`src/common/seq_pkg.sv`:
```
// Purpose: Shared constants and types for the sequencer and option block
// Assumes: 100 MHz system clock, option values fixed at elaboration
// Notes: Register offsets are byte addresses on a 32-bit classic Wishbone slave
package seq_pkg;
    localparam int PC_W = 10;
    localparam int PAGE_W = 4;
    localparam int WORD_W = 6;
    localparam int PAGES = 16;
    localparam int PAGE_WORDS = 64;
    localparam logic [5:0] LAST_WORD = 6'h3F;
    localparam logic [9:0] PC_RESET = 10'h000;
    localparam logic [3:0] SUB_PAGE = 4'h2;
    // Clock-input option codes
    localparam logic [2:0] CKI_XTAL16 = 3'h0;
    localparam logic [2:0] CKI_XTAL8 = 3'h1;
    localparam logic [2:0] CKI_TTL16 = 3'h2;
    localparam logic [2:0] CKI_TTL8 = 3'h3;
    localparam logic [2:0] CKI_RC = 3'h4;
    localparam logic [4:0] DIV16 = 5'h10;
    localparam logic [4:0] DIV8 = 5'h08;
    localparam logic [4:0] DIV_RC = 5'h04;
    // Clock-output pin roles
    localparam logic [2:0] CKO_XTAL = 3'h0;
    localparam logic [2:0] CKO_KEEPALIVE = 3'h1;
    localparam logic [2:0] CKO_IN_LOAD = 3'h2;
    localparam logic [2:0] CKO_SYNC = 3'h3;
    localparam logic [2:0] CKO_IN_HIZ = 3'h4;
    // Driver codes
    localparam logic [1:0] DRV_STD = 2'h0;
    localparam logic [1:0] DRV_OD = 2'h1;
    localparam logic [1:0] DRV_LED = 2'h2;
    localparam logic [1:0] DRV_TRI = 2'h3;
    localparam logic [1:0] DRV_PP = 2'h2;
    // Register byte offsets
    localparam logic [3:0] REG_CTRL = 4'h0;
    localparam logic [3:0] REG_STEP = 4'h4;
    localparam logic [3:0] REG_STAT = 4'h8;
    localparam logic [3:0] REG_TGT = 4'hC;
    localparam logic [31:0] UNMAPPED = 32'h0000_0000;

    typedef enum logic [2:0] {
        OP_SEQ, OP_NEAR_JUMP, OP_SUB_CALL, OP_IND_JUMP, OP_TABLE_FETCH
    } op_t;

    typedef struct packed {
        logic [7:0] seg_out;
        logic [7:0] seg_oe_n;
        logic [3:0] io_out;
        logic [3:0] io_oe_n;
        logic [3:0] strobe_out;
        logic [3:0] strobe_oe_n;
        logic ser_out;
        logic ser_out_oe_n;
        logic ser_clk;
        logic ser_clk_oe_n;
    } pins_t;
endpackage

```
`src/hw/seq_core.sv`:
```
// Purpose: Program counter sequencing, paging, skip timing and build options
// Assumes: Classic Wishbone slave, one clock, options fixed at elaboration
// Notes: Software steps the sequencer by writing an operation to the step register
//
// Overview of operation
// - Skipped instruction costs one cycle per byte
// - ROM is sixteen pages of sixty-four words
// - Ten-bit counter crosses page boundaries freely
// - Last-word jumps act as in next page
// - Indirect source at pages 2,7,11,15 and jump at pages 3,7,11,15 reach next group
// - Clock-output pin takes one of five roles
// - Clock-input option picks instruction clock divider
// - Segment bits offer four driver types
// - Serial out and clock offer three drivers
// - I/O and strobe bits: standard or open-drain
// - Sense and serial inputs: load or high-impedance
// - Reset pin: load or high-impedance
// - Function and bonding option selection
// - Serial out high selects test mode by serial-in
`timescale 1ns/10ps
`default_nettype none
module seq_core #(
    parameter logic [2:0] OPT_CKO = 3'h0, // Clock-output pin role
    parameter logic [2:0] OPT_CKI = 3'h0, // Clock-input divider choice
    parameter logic [0:0] OPT_RST_HIZ = 1'h0, // Reset pin loading
    parameter logic [15:0] OPT_SEG_DRV = 16'h0000, // Two bits per segment bit
    parameter logic [1:0] OPT_SO_DRV = 2'h0, // Serial-out driver
    parameter logic [1:0] OPT_SK_DRV = 2'h0, // Serial-clock driver
    parameter logic [3:0] OPT_IO_OD = 4'h0, // Four-bit port open-drain
    parameter logic [3:0] OPT_STB_OD = 4'h0, // Strobe open-drain
    parameter logic [3:0] OPT_SENSE_HIZ = 4'h0, // Sense pad loading
    parameter logic [0:0] OPT_SI_HIZ = 1'h0, // Serial-in loading
    parameter logic [0:0] OPT_HOSTBUS = 1'h0, // Host-bus peripheral mode
    parameter logic [0:0] OPT_BOND24 = 1'h0 // Narrow bonding variant
) (
    input wire logic clk, // System clock
    input wire logic reset, // Asynchronous reset, active high
    input wire logic wb_cyc_i, // Wishbone cycle
    input wire logic wb_stb_i, // Wishbone strobe
    input wire logic wb_we_i, // Wishbone write enable
    input wire logic [3:0] wb_adr_i, // Wishbone byte address
    input wire logic [3:0] wb_sel_i, // Wishbone byte selects
    input wire logic [31:0] wb_dat_i, // Wishbone write data
    output logic [31:0] wb_dat_o, // Wishbone read data
    output logic wb_ack_o, // Wishbone acknowledge
    input wire logic ser_in, // Serial-in pin level
    input wire logic ser_out_in, // Serial-out pin level seen externally
    output logic [9:0] pc_o, // Program counter
    output logic instr_tick_o, // Instruction clock enable pulse
    output logic test_ram_o, // RAM and logic test mode
    output logic test_rom_o, // ROM test mode
    output logic [2:0] cko_role_o, // Clock-output pin role
    output logic [4:0] pull_en_o, // Load devices: sense pads 3..0 and reset at bit 4
    output logic si_pull_o, // Serial-in load device enabled
    output logic hostbus_o, // Host-bus mode active
    output seq_pkg::pins_t pins_o // Pad outputs and enables
);
    // Register and next-value state
    logic [9:0] pc_r, pc_nxt;
    logic [3:0] page_eff;
    logic [4:0] div_r;
    logic tick_r;
    logic [7:0] ctrl_r;
    logic [9:0] tgt_r;
    logic [1:0] skip_r;
    logic busy_r;
    logic [7:0] seg_d;
    logic [3:0] io_d, stb_d;
    logic [7:0] step_data;
    logic step_go;

    // Option-derived constants; fixed at build time
    localparam logic [4:0] DIV_N = (OPT_CKI == seq_pkg::CKI_XTAL8 ||
        OPT_CKI == seq_pkg::CKI_TTL8) ? seq_pkg::DIV8 :
        (OPT_CKI == seq_pkg::CKI_RC) ? seq_pkg::DIV_RC : seq_pkg::DIV16;
    // Narrow bonding removes sense pads 0..3 and host-bus option
    localparam logic [3:0] SENSE_EFF = OPT_BOND24 ? 4'hF : OPT_SENSE_HIZ;
    localparam logic HOST_EFF = OPT_BOND24 ? 1'b0 : OPT_HOSTBUS;

    // Page of the address an instruction at pc behaves as though it resides in
    function automatic logic [3:0] eff_page(input logic [9:0] pc);
        eff_page = (pc[5:0] == seq_pkg::LAST_WORD) ? pc[9:6] + 4'h1 : pc[9:6];
    endfunction

    // Indirect source page group; last word of 2,7,11,15 moves to next group
    function automatic logic [1:0] ind_group(input logic [9:0] pc);
        ind_group = pc[9:8];
        if (pc[5:0] == seq_pkg::LAST_WORD && (pc[9:6] == 4'h2 || pc[9:6] == 4'h7 ||
            pc[9:6] == 4'hB || pc[9:6] == 4'hF))
            ind_group = pc[9:8] + 2'h1;
    endfunction

    // Instruction clock divider from selected source
    always_ff @(posedge clk or posedge reset) begin
        if (reset) begin
            div_r <= 5'h00;
            tick_r <= 1'b0;
        end else if (div_r == DIV_N - 5'h01) begin
            div_r <= 5'h00;
            tick_r <= 1'b1;
        end else begin
            div_r <= div_r + 5'h01;
            tick_r <= 1'b0;
        end
    end

    // Step register decode: op in [2:0], skip bytes in [4:3], data in [15:8]
    assign step_go = wb_cyc_i & wb_stb_i & wb_we_i & ~wb_ack_o &
        (wb_adr_i == seq_pkg::REG_STEP) & wb_sel_i[0] & ~busy_r & (skip_r == 2'h0);
    assign step_data = wb_dat_i[15:8];

    // Next program counter for the requested operation
    always_comb begin
        page_eff = eff_page(pc_r);
        pc_nxt = pc_r + 10'h001;
        unique case (wb_dat_i[2:0])
            3'(seq_pkg::OP_NEAR_JUMP): begin
                if (page_eff[3:1] == 3'h1)
                    pc_nxt = {3'h1, step_data[6:0]}; // Within page 2/3 pair
                else
                    pc_nxt = {page_eff, step_data[5:0]};
            end
            3'(seq_pkg::OP_SUB_CALL): pc_nxt = {seq_pkg::SUB_PAGE, step_data[5:0]};
            3'(seq_pkg::OP_IND_JUMP): pc_nxt = {page_eff[3:2], step_data};
            3'(seq_pkg::OP_TABLE_FETCH): pc_nxt = pc_r + 10'h001;
            default: pc_nxt = pc_r + 10'h001;
        endcase
    end

    // Program counter, skip accounting and two-cycle indirect hold
    always_ff @(posedge clk or posedge reset) begin
        if (reset) begin
            pc_r <= seq_pkg::PC_RESET;
            skip_r <= 2'h0;
            busy_r <= 1'b0;
            tgt_r <= 10'h000;
        end else if (tick_r && skip_r != 2'h0) begin
            pc_r <= pc_r + 10'h001;
            skip_r <= skip_r - 2'h1;
        end else if (tick_r && busy_r) begin
            busy_r <= 1'b0;
        end else if (step_go) begin
            pc_r <= pc_nxt;
            skip_r <= wb_dat_i[4:3];
            busy_r <= (wb_dat_i[2:0] == 3'(seq_pkg::OP_IND_JUMP)) ||
                (wb_dat_i[2:0] == 3'(seq_pkg::OP_TABLE_FETCH));
            tgt_r <= {ind_group(pc_r), step_data};
        end
    end

    // Control register: pad data for segment, I/O and strobe bits
    always_ff @(posedge clk or posedge reset) begin
        if (reset)
            ctrl_r <= 8'h00;
        else if (wb_cyc_i && wb_stb_i && wb_we_i && !wb_ack_o &&
                 wb_adr_i == seq_pkg::REG_CTRL && wb_sel_i[0])
            ctrl_r <= wb_dat_i[7:0];
    end
    assign seg_d = ctrl_r;
    assign io_d = ctrl_r[3:0];
    assign stb_d = ctrl_r[7:4];

    // Bus answer: one wait, ack for one cycle
    always_ff @(posedge clk or posedge reset) begin
        if (reset) begin
            wb_ack_o <= 1'b0;
            wb_dat_o <= 32'h0000_0000;
        end else begin
            wb_ack_o <= wb_cyc_i & wb_stb_i & ~wb_ack_o;
            unique case (wb_adr_i)
                seq_pkg::REG_CTRL: wb_dat_o <= {24'h00_0000, ctrl_r};
                seq_pkg::REG_STEP: wb_dat_o <= {22'h00_0000, pc_r};
                seq_pkg::REG_STAT: wb_dat_o <= {26'h000_0000, test_rom_o, test_ram_o,
                    busy_r, skip_r, tick_r};
                seq_pkg::REG_TGT: wb_dat_o <= {22'h00_0000, tgt_r};
                default: wb_dat_o <= seq_pkg::UNMAPPED;
            endcase
        end
    end

    // Test modes, pin roles and loading options
    always_ff @(posedge clk or posedge reset) begin
        if (reset) begin
            test_ram_o <= 1'b0;
            test_rom_o <= 1'b0;
            pc_o <= 10'h000;
            instr_tick_o <= 1'b0;
            cko_role_o <= 3'h0;
            pull_en_o <= 5'h00;
            si_pull_o <= 1'b0;
            hostbus_o <= 1'b0;
        end else begin
            test_ram_o <= ser_out_in & ser_in;
            test_rom_o <= ser_out_in & ~ser_in;
            pc_o <= pc_r;
            instr_tick_o <= tick_r;
            cko_role_o <= OPT_CKO;
            pull_en_o <= {~OPT_RST_HIZ, ~SENSE_EFF};
            si_pull_o <= ~OPT_SI_HIZ;
            hostbus_o <= HOST_EFF;
        end
    end

    // Segment bit drivers with four options; I/O and strobe drivers with two
    genvar gi;
    generate
        for (gi = 0; gi < 8; gi++) begin : g_seg
            pin_drive u_seg (
                .clk(clk), .reset(reset), .drv(OPT_SEG_DRV[2*gi +: 2]),
                .d(seg_d[gi]), .en(1'b1),
                .q(pins_o.seg_out[gi]), .oe_n(pins_o.seg_oe_n[gi])
            );
        end
        for (gi = 0; gi < 4; gi++) begin : g_io
            pin_drive u_io (
                .clk(clk), .reset(reset), .drv({1'b0, OPT_IO_OD[gi]}),
                .d(io_d[gi]), .en(1'b1),
                .q(pins_o.io_out[gi]), .oe_n(pins_o.io_oe_n[gi])
            );
            pin_drive u_stb (
                .clk(clk), .reset(reset), .drv({1'b0, OPT_STB_OD[gi]}),
                .d(stb_d[gi]), .en(1'b1),
                .q(pins_o.strobe_out[gi]), .oe_n(pins_o.strobe_oe_n[gi])
            );
        end
    endgenerate

    // Serial pins: push-pull maps to a driven two-level output
    pin_drive u_so (
        .clk(clk), .reset(reset),
        .drv(OPT_SO_DRV == seq_pkg::DRV_PP ? seq_pkg::DRV_STD : OPT_SO_DRV),
        .d(ctrl_r[0]), .en(1'b1),
        .q(pins_o.ser_out), .oe_n(pins_o.ser_out_oe_n)
    );
    pin_drive u_sk (
        .clk(clk), .reset(reset),
        .drv(OPT_SK_DRV == seq_pkg::DRV_PP ? seq_pkg::DRV_STD : OPT_SK_DRV),
        .d(tick_r), .en(1'b1),
        .q(pins_o.ser_clk), .oe_n(pins_o.ser_clk_oe_n)
    );
endmodule
`default_nettype wire

```
`src/hw/pin_drive.sv`:
```
// Purpose: Turns a driver option and data bit into pin output and enable
// Assumes: Output enable is active low; low means the pin is driven
// Notes: Open drain drives only a low level; standard and LED drive both levels
`timescale 1ns/10ps
`default_nettype none
module pin_drive (
    input wire logic clk, // System clock
    input wire logic reset, // Asynchronous reset, active high
    input wire logic [1:0] drv, // Driver option code
    input wire logic d, // Data to drive
    input wire logic en, // Three-state enable for the three-state driver mode
    output logic q, // Registered pin level
    output logic oe_n // Registered output enable, low drives
);
    // Register pin per driver option
    always_ff @(posedge clk or posedge reset) begin
        if (reset) begin
            q <= 1'b0;
            oe_n <= 1'b1;
        end else begin
            unique case (drv)
                seq_pkg::DRV_STD, seq_pkg::DRV_LED: begin
                    q <= d;
                    oe_n <= 1'b0;
                end
                seq_pkg::DRV_OD: begin
                    q <= 1'b0;
                    oe_n <= d;
                end
                seq_pkg::DRV_TRI: begin
                    q <= d;
                    oe_n <= ~en;
                end
            endcase
        end
    end
endmodule
`default_nettype wire

```
`config.mk`:
```
export PLATFORM = sky130hd
export DESIGN_NAME = seq_core
export DESIGN_NICKNAME = d
export VERILOG_FILES = /design/src/common/seq_pkg.sv /design/src/hw/seq_core.sv /design/src/hw/pin_drive.sv
export SDC_FILE = /design/constraint.sdc
export NUM_CORES = 1
export LEC_CHECK = 0
export BUFFER_PORTS_ARGS = -buffer_cell sky130_fd_sc_hd__buf_2
export CAP_MARGIN = 20
export CORE_AREA = 2 2 95 97
export CTS_CLUSTER_SIZE = 14
export DETAILED_ROUTE_END_ITERATION = 7
export DIE_AREA = 0 0 97 99
export GPL_TIMING_DRIVEN = 0
export PLACE_DENSITY = 0.82
export SYNTH_ARGS = -nofsm -noshare
export SYNTH_HDL_FRONTEND = slang
export SYNTH_SLANG_ARGS = --single-unit
```
`constraint.sdc`:
```
create_clock -name clk -period 2 [get_ports clk]
set_input_delay 0.3 -clock clk [delete_from_list [all_inputs] [get_ports clk]]
set_output_delay 0.3 -clock clk [all_outputs]
set_load 0.005 [all_outputs]
```
# After elaboration in Yosys (flattened, before gate mapping)
# Index checks and enable logic that the tools add are counted.
# word_totals
regBits,94
out_inout_bits,92
wordCells,98
# classes
add_sub_neg,5
n_eq_ne,16
mux,15
bitwise,15
reduce_logical,22
# ops
op,n
$mux W10,4
$pmux W10 S4,1
$pmux W10 S3,1
$eq A4 B4 Y1 const B,4
$add A10 B1 Y10 const B,1
$and A1 B1 Y1,10
$eq A4 B3 Y1 const B,2
$logic_and A1 B1 Y1,8
$mux W2,4
$eq A3 B1 Y1 const B,2
$eq A3 B2 Y1 const B,2
$eq A6 B6 Y1 const B,1
$reduce_and A3 Y1,2
$reduce_bool A2 Y1,3
$add A5 B1 Y5 const B,1
$eq A5 B4 Y1 const B,1
$mux W5,1
$not A1 Y1,5
$add A4 B1 Y4 const B,1
$eq A4 B2 Y1 const B,1
$logic_not A4 Y1,1
$logic_or A1 B1 Y1,4
$mux W4,1
$ne A4 B4 Y1 const B,1
8 further kinds,11

# Depth between registers and ports, before layout
# Gate-level depths: netlist of run 1.
# depth
depth_word,10
depth_mapped,9

# Cells and area by module
# Synthesis of run 1 repeated with hierarchy kept, for this count alone.
# hier_totals
hier_cells,437
hier_area_um2,5011.1
# modules_own_cells
mod,n_inst,cells_per_inst,area_each_um2,seq_area_each_um2
seq_core,1,293,3254.4,1551.5
pin_drive,18,8,97.6,51.3

# Worst setup path after synthesis of run 1
# No wires, ideal clock.
# synth_timing
path_type,reg-to-reg
from,register skip_r[0]
to,register pc_r[6]
setup_ns,0.138
arrival_ns,1.755
path_slack_ns,0.107
path_stages_with_launch,8
n_path_buf,0
period_less_slack_ns,1.893
path_cell_list,dfrtp_1 inv_1 ha_1 and2b_4 nor3_1 nor3_1 a221oi_1 o211ai_1
# synth_via
elab_chain_cells,4
word_cells_on_any_way,9
cone_classes,2 x eq/ne; 1 x mux; 1 x bitwise; 5 x reduce/logical
# synth_rtl
item,line,text
"start, declared",seq_core.sv:65,logic [1:0] skip_r;
"start signal, assigned",seq_core.sv:139,skip_r <= skip_r - 2'h1;
"start signal, assigned",seq_core.sv:144,skip_r <= wb_dat_i[4:3];
$reduce_bool A2 Y1 / $logic_not A2 Y1 (equally long branches),"seq_core.sv:137, seq_core.sv:109",
$logic_and A1 B1 Y1 / $and A1 B1 Y1 (equally long branches),"seq_core.sv:137, seq_core.sv:109",
$ne A4 B4 Y1 (no source line) (tied with other cells),-,
$reduce_and A3 Y1 (no source line),-,
"end signal, assigned",seq_core.sv:133,pc_r <= seq_pkg::PC_RESET;
"end signal, assigned",seq_core.sv:138,pc_r <= pc_r + 10'h001;
"end signal, assigned",seq_core.sv:143,pc_r <= pc_nxt;
"end, declared",seq_core.sv:59,"logic [9:0] pc_r, pc_nxt;"
# Several ways; a longest one is shown, not always the timed one.
# A chain may end at the register's enable or synchronous reset.

# Worst setup path after layout of run 1
# layout_timing
from,register pc_r[7]
to,register pc_r[6]
# layout_via
elab_chain_cells,8
word_cells_on_any_way,10
cone_classes,1 x add/sub; 2 x eq/ne; 6 x mux; 1 x reduce/logical
# layout_rtl
item,line,text
$add A4 B1 Y4,seq_core.sv:82,eff_page = (pc[5:0] == seq_pkg::LAST_WORD) ? pc[9:6] + 4'h1 : pc[9:6];
$mux W4 (*),seq_core.sv:82,
$eq A3 B1 Y1 (*),seq_core.sv:118,if (page_eff[3:1] == 3'h1)
$mux W10,seq_core.sv:118,
$pmux W10 S3,seq_core.sv:116,unique case (wb_dat_i[2:0])
$mux W10,seq_core.sv:142,end else if (step_go) begin
$mux W10,seq_core.sv:140,end else if (tick_r && busy_r) begin
$mux W10,seq_core.sv:137,end else if (tick_r && skip_r != 2'h0) begin
# Mark *: on every way between the ends. The rest lies on a longest branch, timed or not. The select of a mux whose other input is x is not followed.

==> qor.yml, run 1 <==
status:
  status: "finished, final reports clean"
worst_hold_path:
  hold_path_class: "input port to asynchronous set/reset pin"
synth:
  synth_cell_types: 49
  yosys_register_bits: 71
  synth_edf_count: 0
  synth_top_family_by_area: "buffers and inverters"
  synth_mux_area_share_pct: 10.6
  netlist_instances: 331
  async_reset_ff_share_pct: 100
  synthAdderAreaFrac_pct: 3.09
  synth_compound_area_share_pct: 8.44
  synth_flop_cell: "dfrtp_1"
  synth-simple-area-share_pct: 12.6
  synthXorXnorAreaFrac_pct: 0.721
  ys_seq_area_share_pct: 48.8
  synth_area_um2: 3650
  yosys_warnings: 0
  avgSynthCellArea_um2: 11.0
detailed_routing:
  first_pass_iters: 4
  drt-total-wl_um: 8030
  drc: 0
  vias: 2804
  first_iter_violations: 214
  wire_per_inst_um: 13.9
  via_per_inst: 4.85
  final_antenna_net_count: 0
cells_and_area:
  n_antenna_cell: 0
  drive_gt1_share_pct: 48.3
  seqCellArea_um2: 1780
  finalInstanceArea_um2: 4670
  fill_cells: 740
  fin_nets: 521
  multiInputGateArea_um2: 1430
  areaGrowthSynthToFinish_pct: 28.0
setup_path:
  critPathLaunch: "pc_r[7]$_DFFE_PP0P_"
  crit_cells: 6
  r2r_cells: 6
  cp.arrival_ns: 2.25
  r2r_start: "pc_r[7]$_DFFE_PP0P_"
  crit_path_end: "pc_r[6]$_DFFE_PP0P_"
  path_delay_family: "compound AO/OA/AOI/OAI gates"
  critPathKind: "register to register"
  worstPathCellList: "ha_1 > and3b_1 > o211ai_1 > a211oi_1 > o2111ai_1 > o211ai_1"
  critPathMaxFanout: 10
  cp_slowest_stage_delay_ns: 0.60
  reg2reg_to: "pc_r[6]$_DFFE_PP0P_"
  end_kind: "register"
  cp_common_cell: "o211ai_1"
  critical_path_buf_inv_count: 0
  required_ns: 2.27
  r2r_slack_ns: 0.02
  worstSetupStartpointType: "register"
  worst_path_max_delay_cell: "dfrtp_1"
global_route:
  first_global_vias: 2635
  grtUsageTotal_pct: 17.3
  grt_use_met3_pct: 5.46
  grt_pass1_wl_um: 13100
  grt_max_degree: 41
  met1_usage_pct: 20.8
  grt_use_met2_pct: 29.0
  antenna_found_initial: 0
  grt_busiest_layer: "met2"
  gr-total-overflow: 0
die:
  io_pins: 139
  start_util_pct: 42.6
  num_rows: 34
  core_area_um2: 8550
  die_height_um: 99
  dieArea_um2: 9600
  die_x_um: 97
sta:
  whs_ns: 0.0368
  setup_slack_ns: 0.0209
  worstMarginPinSlew_ns: 0.700
  finClkSkew_ns: 0.00482
  max_freq_mhz: 505
  fin_setup_tns_ns: 0
  drv_slew: 0
  fin_crit_sh_pct: 99.0
  hold_viol_final: 0
  fin_crit_ns: 1.98
  setup_viol: 0
  relSlewSlack_pct: 53.1
  rsz0062_at_grt: "true"
pwr:
  leakage_nw: 2.45
  internal_power_mw: 2.48
  clock_power_share_pct: 37.9
  finalPower_mw: 3.33
  vdd_ir_drop_max_v: 0.000287
  power_density_nw_per_um2: 713
  swShare_pct: 25.5
  pwr-share-comb_pct: 14.5
  power_frac_seq_pct: 47.6
  switchingPower_uw: 850
clock_tree:
  path_clk_slew_ns: 0.07
  cts_tree: "done"
  ctsLongestPathBuffers: 2
  ctsRootBufferMaster: "clkbuf_8"
  clk_latency_ns: 0.35
  numCtsBuffers: 9
  cts_max_level: 3
  clkSinkCount: 71
placement:
  hpwlAfterDp_um: 5950
  place_area_um2: 4370
  gp_congestion: 0.864
  pre_cts_slack_ns: -0.259
  port_buffers: 93
run:
  cap_violations: 0
layer usage:
layer	wire [um]	part of all wire [%]
met5	0	0
met4	131	1.6
met3	695	8.7
met2	4010	50
met1	3190	40
cell type report:
cell class / instances / area share, %
plain buffers: 74 / 11.8
clock buffers: 9 / 2.65
clock inverters: 7 / 2.04
inverters: 6 / 0.563
multi-input cells: 204 / 30.7
flip-flops and latches: 71 / 38.2
well taps: 108 / 2.89
repair buffers: 99 / 11.2
cell families after synthesis:
family                   Yosys count
AND/OR/NAND/NOR                   89
buffers and inverters             82
flip-flops                        71
AO/OA/AOI/OAI                     46
multiplexers                      29
adder cells (fa/ha/maj)            9
XOR/XNOR                           3
other                              2
how the worst min path moves through the flow:
stage	start	endpoint	slack [ns]	depth (start not counted)
after floorplan	pc_r[2]$_DFFE_PP0P_	pc_o[2]$_DFF_PP0_	0.35	0
after global placement	pc_r[2]$_DFFE_PP0P_	pc_o[2]$_DFF_PP0_	0.37	0
after detailed placement	pc_r[2]$_DFFE_PP0P_	pc_o[2]$_DFF_PP0_	0.36	0
after CTS	reset	g_seg[6].u_seg.q$_DFF_PP0_	0.05	2
after global routing	reset	wb_dat_o[9]$_DFF_PP0_	0.09	2
final	reset	g_seg[6].u_seg.q$_DFF_PP0_	0.04	2
state kept, by name (all words and copies together), names as in the netlist, 2 cells and up:
| signal | count |
|---|---|
| div_r | 5 |
| g_seg.u_seg.q | 2 |
| tgt_r | 10 |
| g_io.u_stb.q | 3 |
| g_io.u_io.q | 2 |
| skip_r | 2 |
| wb_dat_o | 10 |
| ctrl_r | 8 |
| pc_o | 10 |
| pc_r | 10 |
Yosys cell counts, types with 5 or more instances:
master / n / area (um2)
dfrtp_1: 70 / 1750
buf_4: 67 / 503
nand2_1: 24 / 90.1
nor2_1: 20 / 75.1
mux2_2: 17 / 191
a21oi_1: 11 / 55.1
and2_1: 10 / 62.6
ha_1: 9 / 113
o21ai_0: 8 / 40.0
inv_1: 6 / 22.5
mux2i_1: 6 / 60.1
mux4_2: 6 / 135
clkbuf_1: 5 / 18.8
nand3_1: 5 / 25.0
nor3_1: 5 / 25.0
layout by cell type (no fill, tap or decap), types with 2 or more instances in the layout:
master,Yosys,routed
and3b_1,4,4
a31oi_1,4,4
nand3_1,5,5
clkbuf_8,0,10
ha_1,9,8
nor3_1,5,4
nand4_1,4,4
and3_1,2,2
and4_1,2,2
nor2b_1,4,4
dfrtp_1,70,67
o21ai_0,8,8
clkinvlp_4,0,2
buf_2,2,95
nor2_1,20,20
a211oi_1,4,4
a221oi_1,2,2
a21oi_1,11,11
mux2i_1,6,6
inv_2,0,2
mux2_2,17,17
o2111ai_1,2,2
o211ai_1,2,2
a22o_1,3,3
or2_2,2,2
dfrtp_2,0,3
buf_4,67,72
bufinv_16,0,2
mux4_2,6,6
inv_1,6,3
xor2_1,2,2
and2_1,10,10
nand2_1,24,23
o31ai_1,2,2
conb_1,2,28
clkinv_2,0,2
power groups by stage:
stage,clock (mW),combinational [mW],sequential [mW]
floorplan,0,0.313,1.59
global placement,0,0.452,1.60
detailed placement,0,0.470,1.61
CTS,1.29,0.475,1.58
global route,1.36,0.540,1.60
finish,1.26,0.482,1.58
repair_timing:
action,in CTS,in global routing
pin swaps,0,2
hold endpoints to repair,0,0
resized for setup,6,13
hold buffers,0,0
setup buffers,0,5
endpoints found under the setup margin,10,15
metrics by stage:
step           utilization (%)  cells
2_1_floorplan                -    357
3_3_place_gp              50.8    558
3_5_place_dp              51.1    559
4_1_cts                   53.8    574
5_1_grt                   54.6    578
6_report                  54.6    578
Power figures use the tool's default switching activity.
==> inputs of run 2 (changes only) <==
--- a/config.mk
+++ b/config.mk
@@ -7,12 +7,12 @@
 export LEC_CHECK = 0
 export BUFFER_PORTS_ARGS = -buffer_cell sky130_fd_sc_hd__buf_2
 export CAP_MARGIN = 20
-export CORE_AREA = 2 2 95 97
+export CORE_AREA = 2 2 90 92
 export CTS_CLUSTER_SIZE = 14
 export DETAILED_ROUTE_END_ITERATION = 7
-export DIE_AREA = 0 0 97 99
+export DIE_AREA = 0 0 92 94
 export GPL_TIMING_DRIVEN = 0
-export PLACE_DENSITY = 0.82
+export PLACE_DENSITY = 0.86
 export SYNTH_ARGS = -nofsm -noshare
 export SYNTH_HDL_FRONTEND = slang
 export SYNTH_SLANG_ARGS = --single-unit
==> constraint.sdc (replaced) <==
create_clock -name clk -period 1.95 [get_ports clk]
set_input_delay 0.2925 -clock clk [delete_from_list [all_inputs] [get_ports clk]]
set_output_delay 0.2925 -clock clk [all_outputs]
set_load 0.005 [all_outputs]
==> qor.yml, run 2 (same netlist as run 1, synthesis figures left out) <==
sta:
  max_freq_mhz: 532  # +5.2%
  drv_slew: 0  # unchanged
  fin_crit_sh_pct: 96.5  # -2.5 points
  setup_viol: 0  # unchanged
  relSlewSlack_pct: 50.0  # -3.1 points
  fin_crit_ns: 1.88  # -0.0980 ns
  whs_ns: 0.0607  # +0.0239 ns
  rsz0062_at_grt: "true"
  fin_setup_tns_ns: 0  # unchanged
  worstMarginPinSlew_ns: 0.749  # +0.0492 ns
  finClkSkew_ns: 0.00810  # +0.00328 ns
  hold_viol_final: 0  # unchanged
setup_path:
  r2r_start: "skip_r[1]$_DFFE_PP0P_"
  r2r_slack_ns: 0.07  # +0.05 ns
  critPathKind: "register to register"
  reg2reg_to: "pc_r[6]$_DFFE_PP0P_"
  r2r_cells: 8  # +2
  cp.arrival_ns: 2.15  # -0.10 ns
  required_ns: 2.21  # -0.06 ns
  worstSetupStartpointType: "register"
  end_kind: "register"
  critPathMaxFanout: 7  # -3
global_route:
  grt_use_met2_pct: 32.7  # +3.8 points
  grt_max_degree: 38  # -7.3%
  met1_usage_pct: 23.3  # +2.5 points
  gr-total-overflow: 0  # unchanged
  first_global_vias: 2588  # -1.8%
  grt_busiest_layer: "met2"
  grtUsageTotal_pct: 19.3  # +2.0 points
  grt_pass1_wl_um: 12700  # -2.7%
  grt_use_met3_pct: 5.30  # -0.16 points
  antenna_found_initial: 0  # unchanged
run:
  cap_violations: 0  # unchanged
pwr:
  vdd_ir_drop_max_v: 0.000382  # +33%
  leakage_nw: 2.51  # +2.2%
  finalPower_mw: 3.44  # +3.3%
  power_density_nw_per_um2: 723  # +1.5%
placement:
  hpwlAfterDp_um: 6010  # +1.0%
  gp_congestion: 0.843  # -2.4%
  dp.cells: 553  # -1.1%
  port_buffers: 93  # unchanged
cells_and_area:
  final_cell_mix: "buf_2 (94), buf_4 (79), dfrtp_1 (67)"
  fin_nets: 527  # +1.2%
  final_util_pct: 62.5  # +7.9 points
  n_antenna_cell: 0  # unchanged
  drive_gt1_share_pct: 50.2  # +1.9 points
  areaGrowthSynthToFinish_pct: 30.3
  layout_commonest_cell: "buf_2"
  fin_cells: 578  # unchanged
detailed_routing:
  first_pass_iters: 4  # unchanged
  wire_per_inst_um: 14.3  # +2.8%
  via_per_inst: 4.88  # +0.50%
  first_iter_violations: 164  # -23%
  drc: 0  # unchanged
  vias: 2818  # +0.50%
  final_antenna_net_count: 0  # unchanged
  drt-total-wl_um: 8250  # +2.8%
clock_tree:
  numCtsBuffers: 9  # unchanged
  path_clk_slew_ns: 0.08  # about the same
  clk_latency_ns: 0.35  # about the same
  clkSinkCount: 71  # unchanged
  cts_max_level: 3  # unchanged
  cts_tree: "done"
  ctsLongestPathBuffers: 2  # unchanged
  cts_hold_buf: 0  # unchanged
  ctsRootBufferMaster: "clkbuf_8"
die:
  io_pins: 139  # unchanged
  die_x_um: 92  # -5.2%
  start_util_pct: 47.9  # +5.3 points
  core_area_um2: 7610  # -11%
  dieArea_um2: 8650  # -9.9%
  num_rows: 32  # -5.9%
  die_height_um: 94  # -5.1%
status:
  status: "finished, final reports clean"
worst_hold_path:
  hold_path_class: "input port to asynchronous set/reset pin"
-- run 2: cell count changes in the layout (fill, tap and decap cells not counted), sizes merged --
cell and delta:
buf +7, inv -1, clkinvlp -1, clkinv +1
-- run 2: worst max-delay path, stage by stage, from the launching register on --
cell and delay, ns:
dfrtp_1 0.40, inv_2 0.08, ha_4 0.15, buf_4 0.11
nand2b_4 0.15, and2_4 0.17, nand2_1 0.05, or4_1 0.50
o211ai_1 0.16
-- run 2: repair_timing --
action,CTS,global route
setup buffers,6,6
gates resized for setup,10,17
endpoints found under the hold margin,0,0
pin swaps,3,4
endpoints found under the setup margin,14,15
-- run 2: power breakdown --
group / switching (mW) / leakage (nW) / internal, mW
clock: 0.546 / 0.116 / 0.750
combinational: 0.228 / 1.49 / 0.283
sequential: 0.0794 / 0.905 / 1.55
-- run 2: metal layers --
| layer | up-vias | wire [um] |
|---|---|---|
| li1 | 1330 | - |
| met1 | 1340 | 3330 |
| met2 | 135 | 4060 |
| met3 | 13 | 686 |
| met4 | 0 | 170 |
| met5 | - | 0 |
-- run 2: through the flow --
stage	setup WS (ns)	area, um2
floorplan	0.0567	3750
global placement	-0.246	4340
detailed placement	-0.310	4360
CTS	0.0111	4660
global route	-0.0284	4750
finish	0.0689	4750
-- run 2: worst max-delay path by stage --
stage,to,start,cells after the start
after global placement,pc_r[6]$_DFFE_PP0P_,skip_r[0]$_DFFE_PP0P_,7
final,pc_r[6]$_DFFE_PP0P_,skip_r[1]$_DFFE_PP0P_,8
after CTS,pc_r[6]$_DFFE_PP0P_,skip_r[1]$_DFFE_PP0P_,8
after global routing,pc_r[6]$_DFFE_PP0P_,skip_r[1]$_DFFE_PP0P_,8
after detailed placement,pc_r[6]$_DFFE_PP0P_,skip_r[0]$_DFFE_PP0P_,7
after floorplan,pc_r[6]$_DFFE_PP0P_,skip_r[0]$_DFFE_PP0P_,7
-- run 2: final cells by class --
class	count	area (um2)
Inverter	6	26.3
Sequential cell	71	1780
Clock inverter	6	83.8
Fill cell	628	2860
Buffer	73	549
Timing Repair Buffer	106	588
Multi-Input combinational cell	204	1460
Tap cell	102	128
Clock buffer	10	138
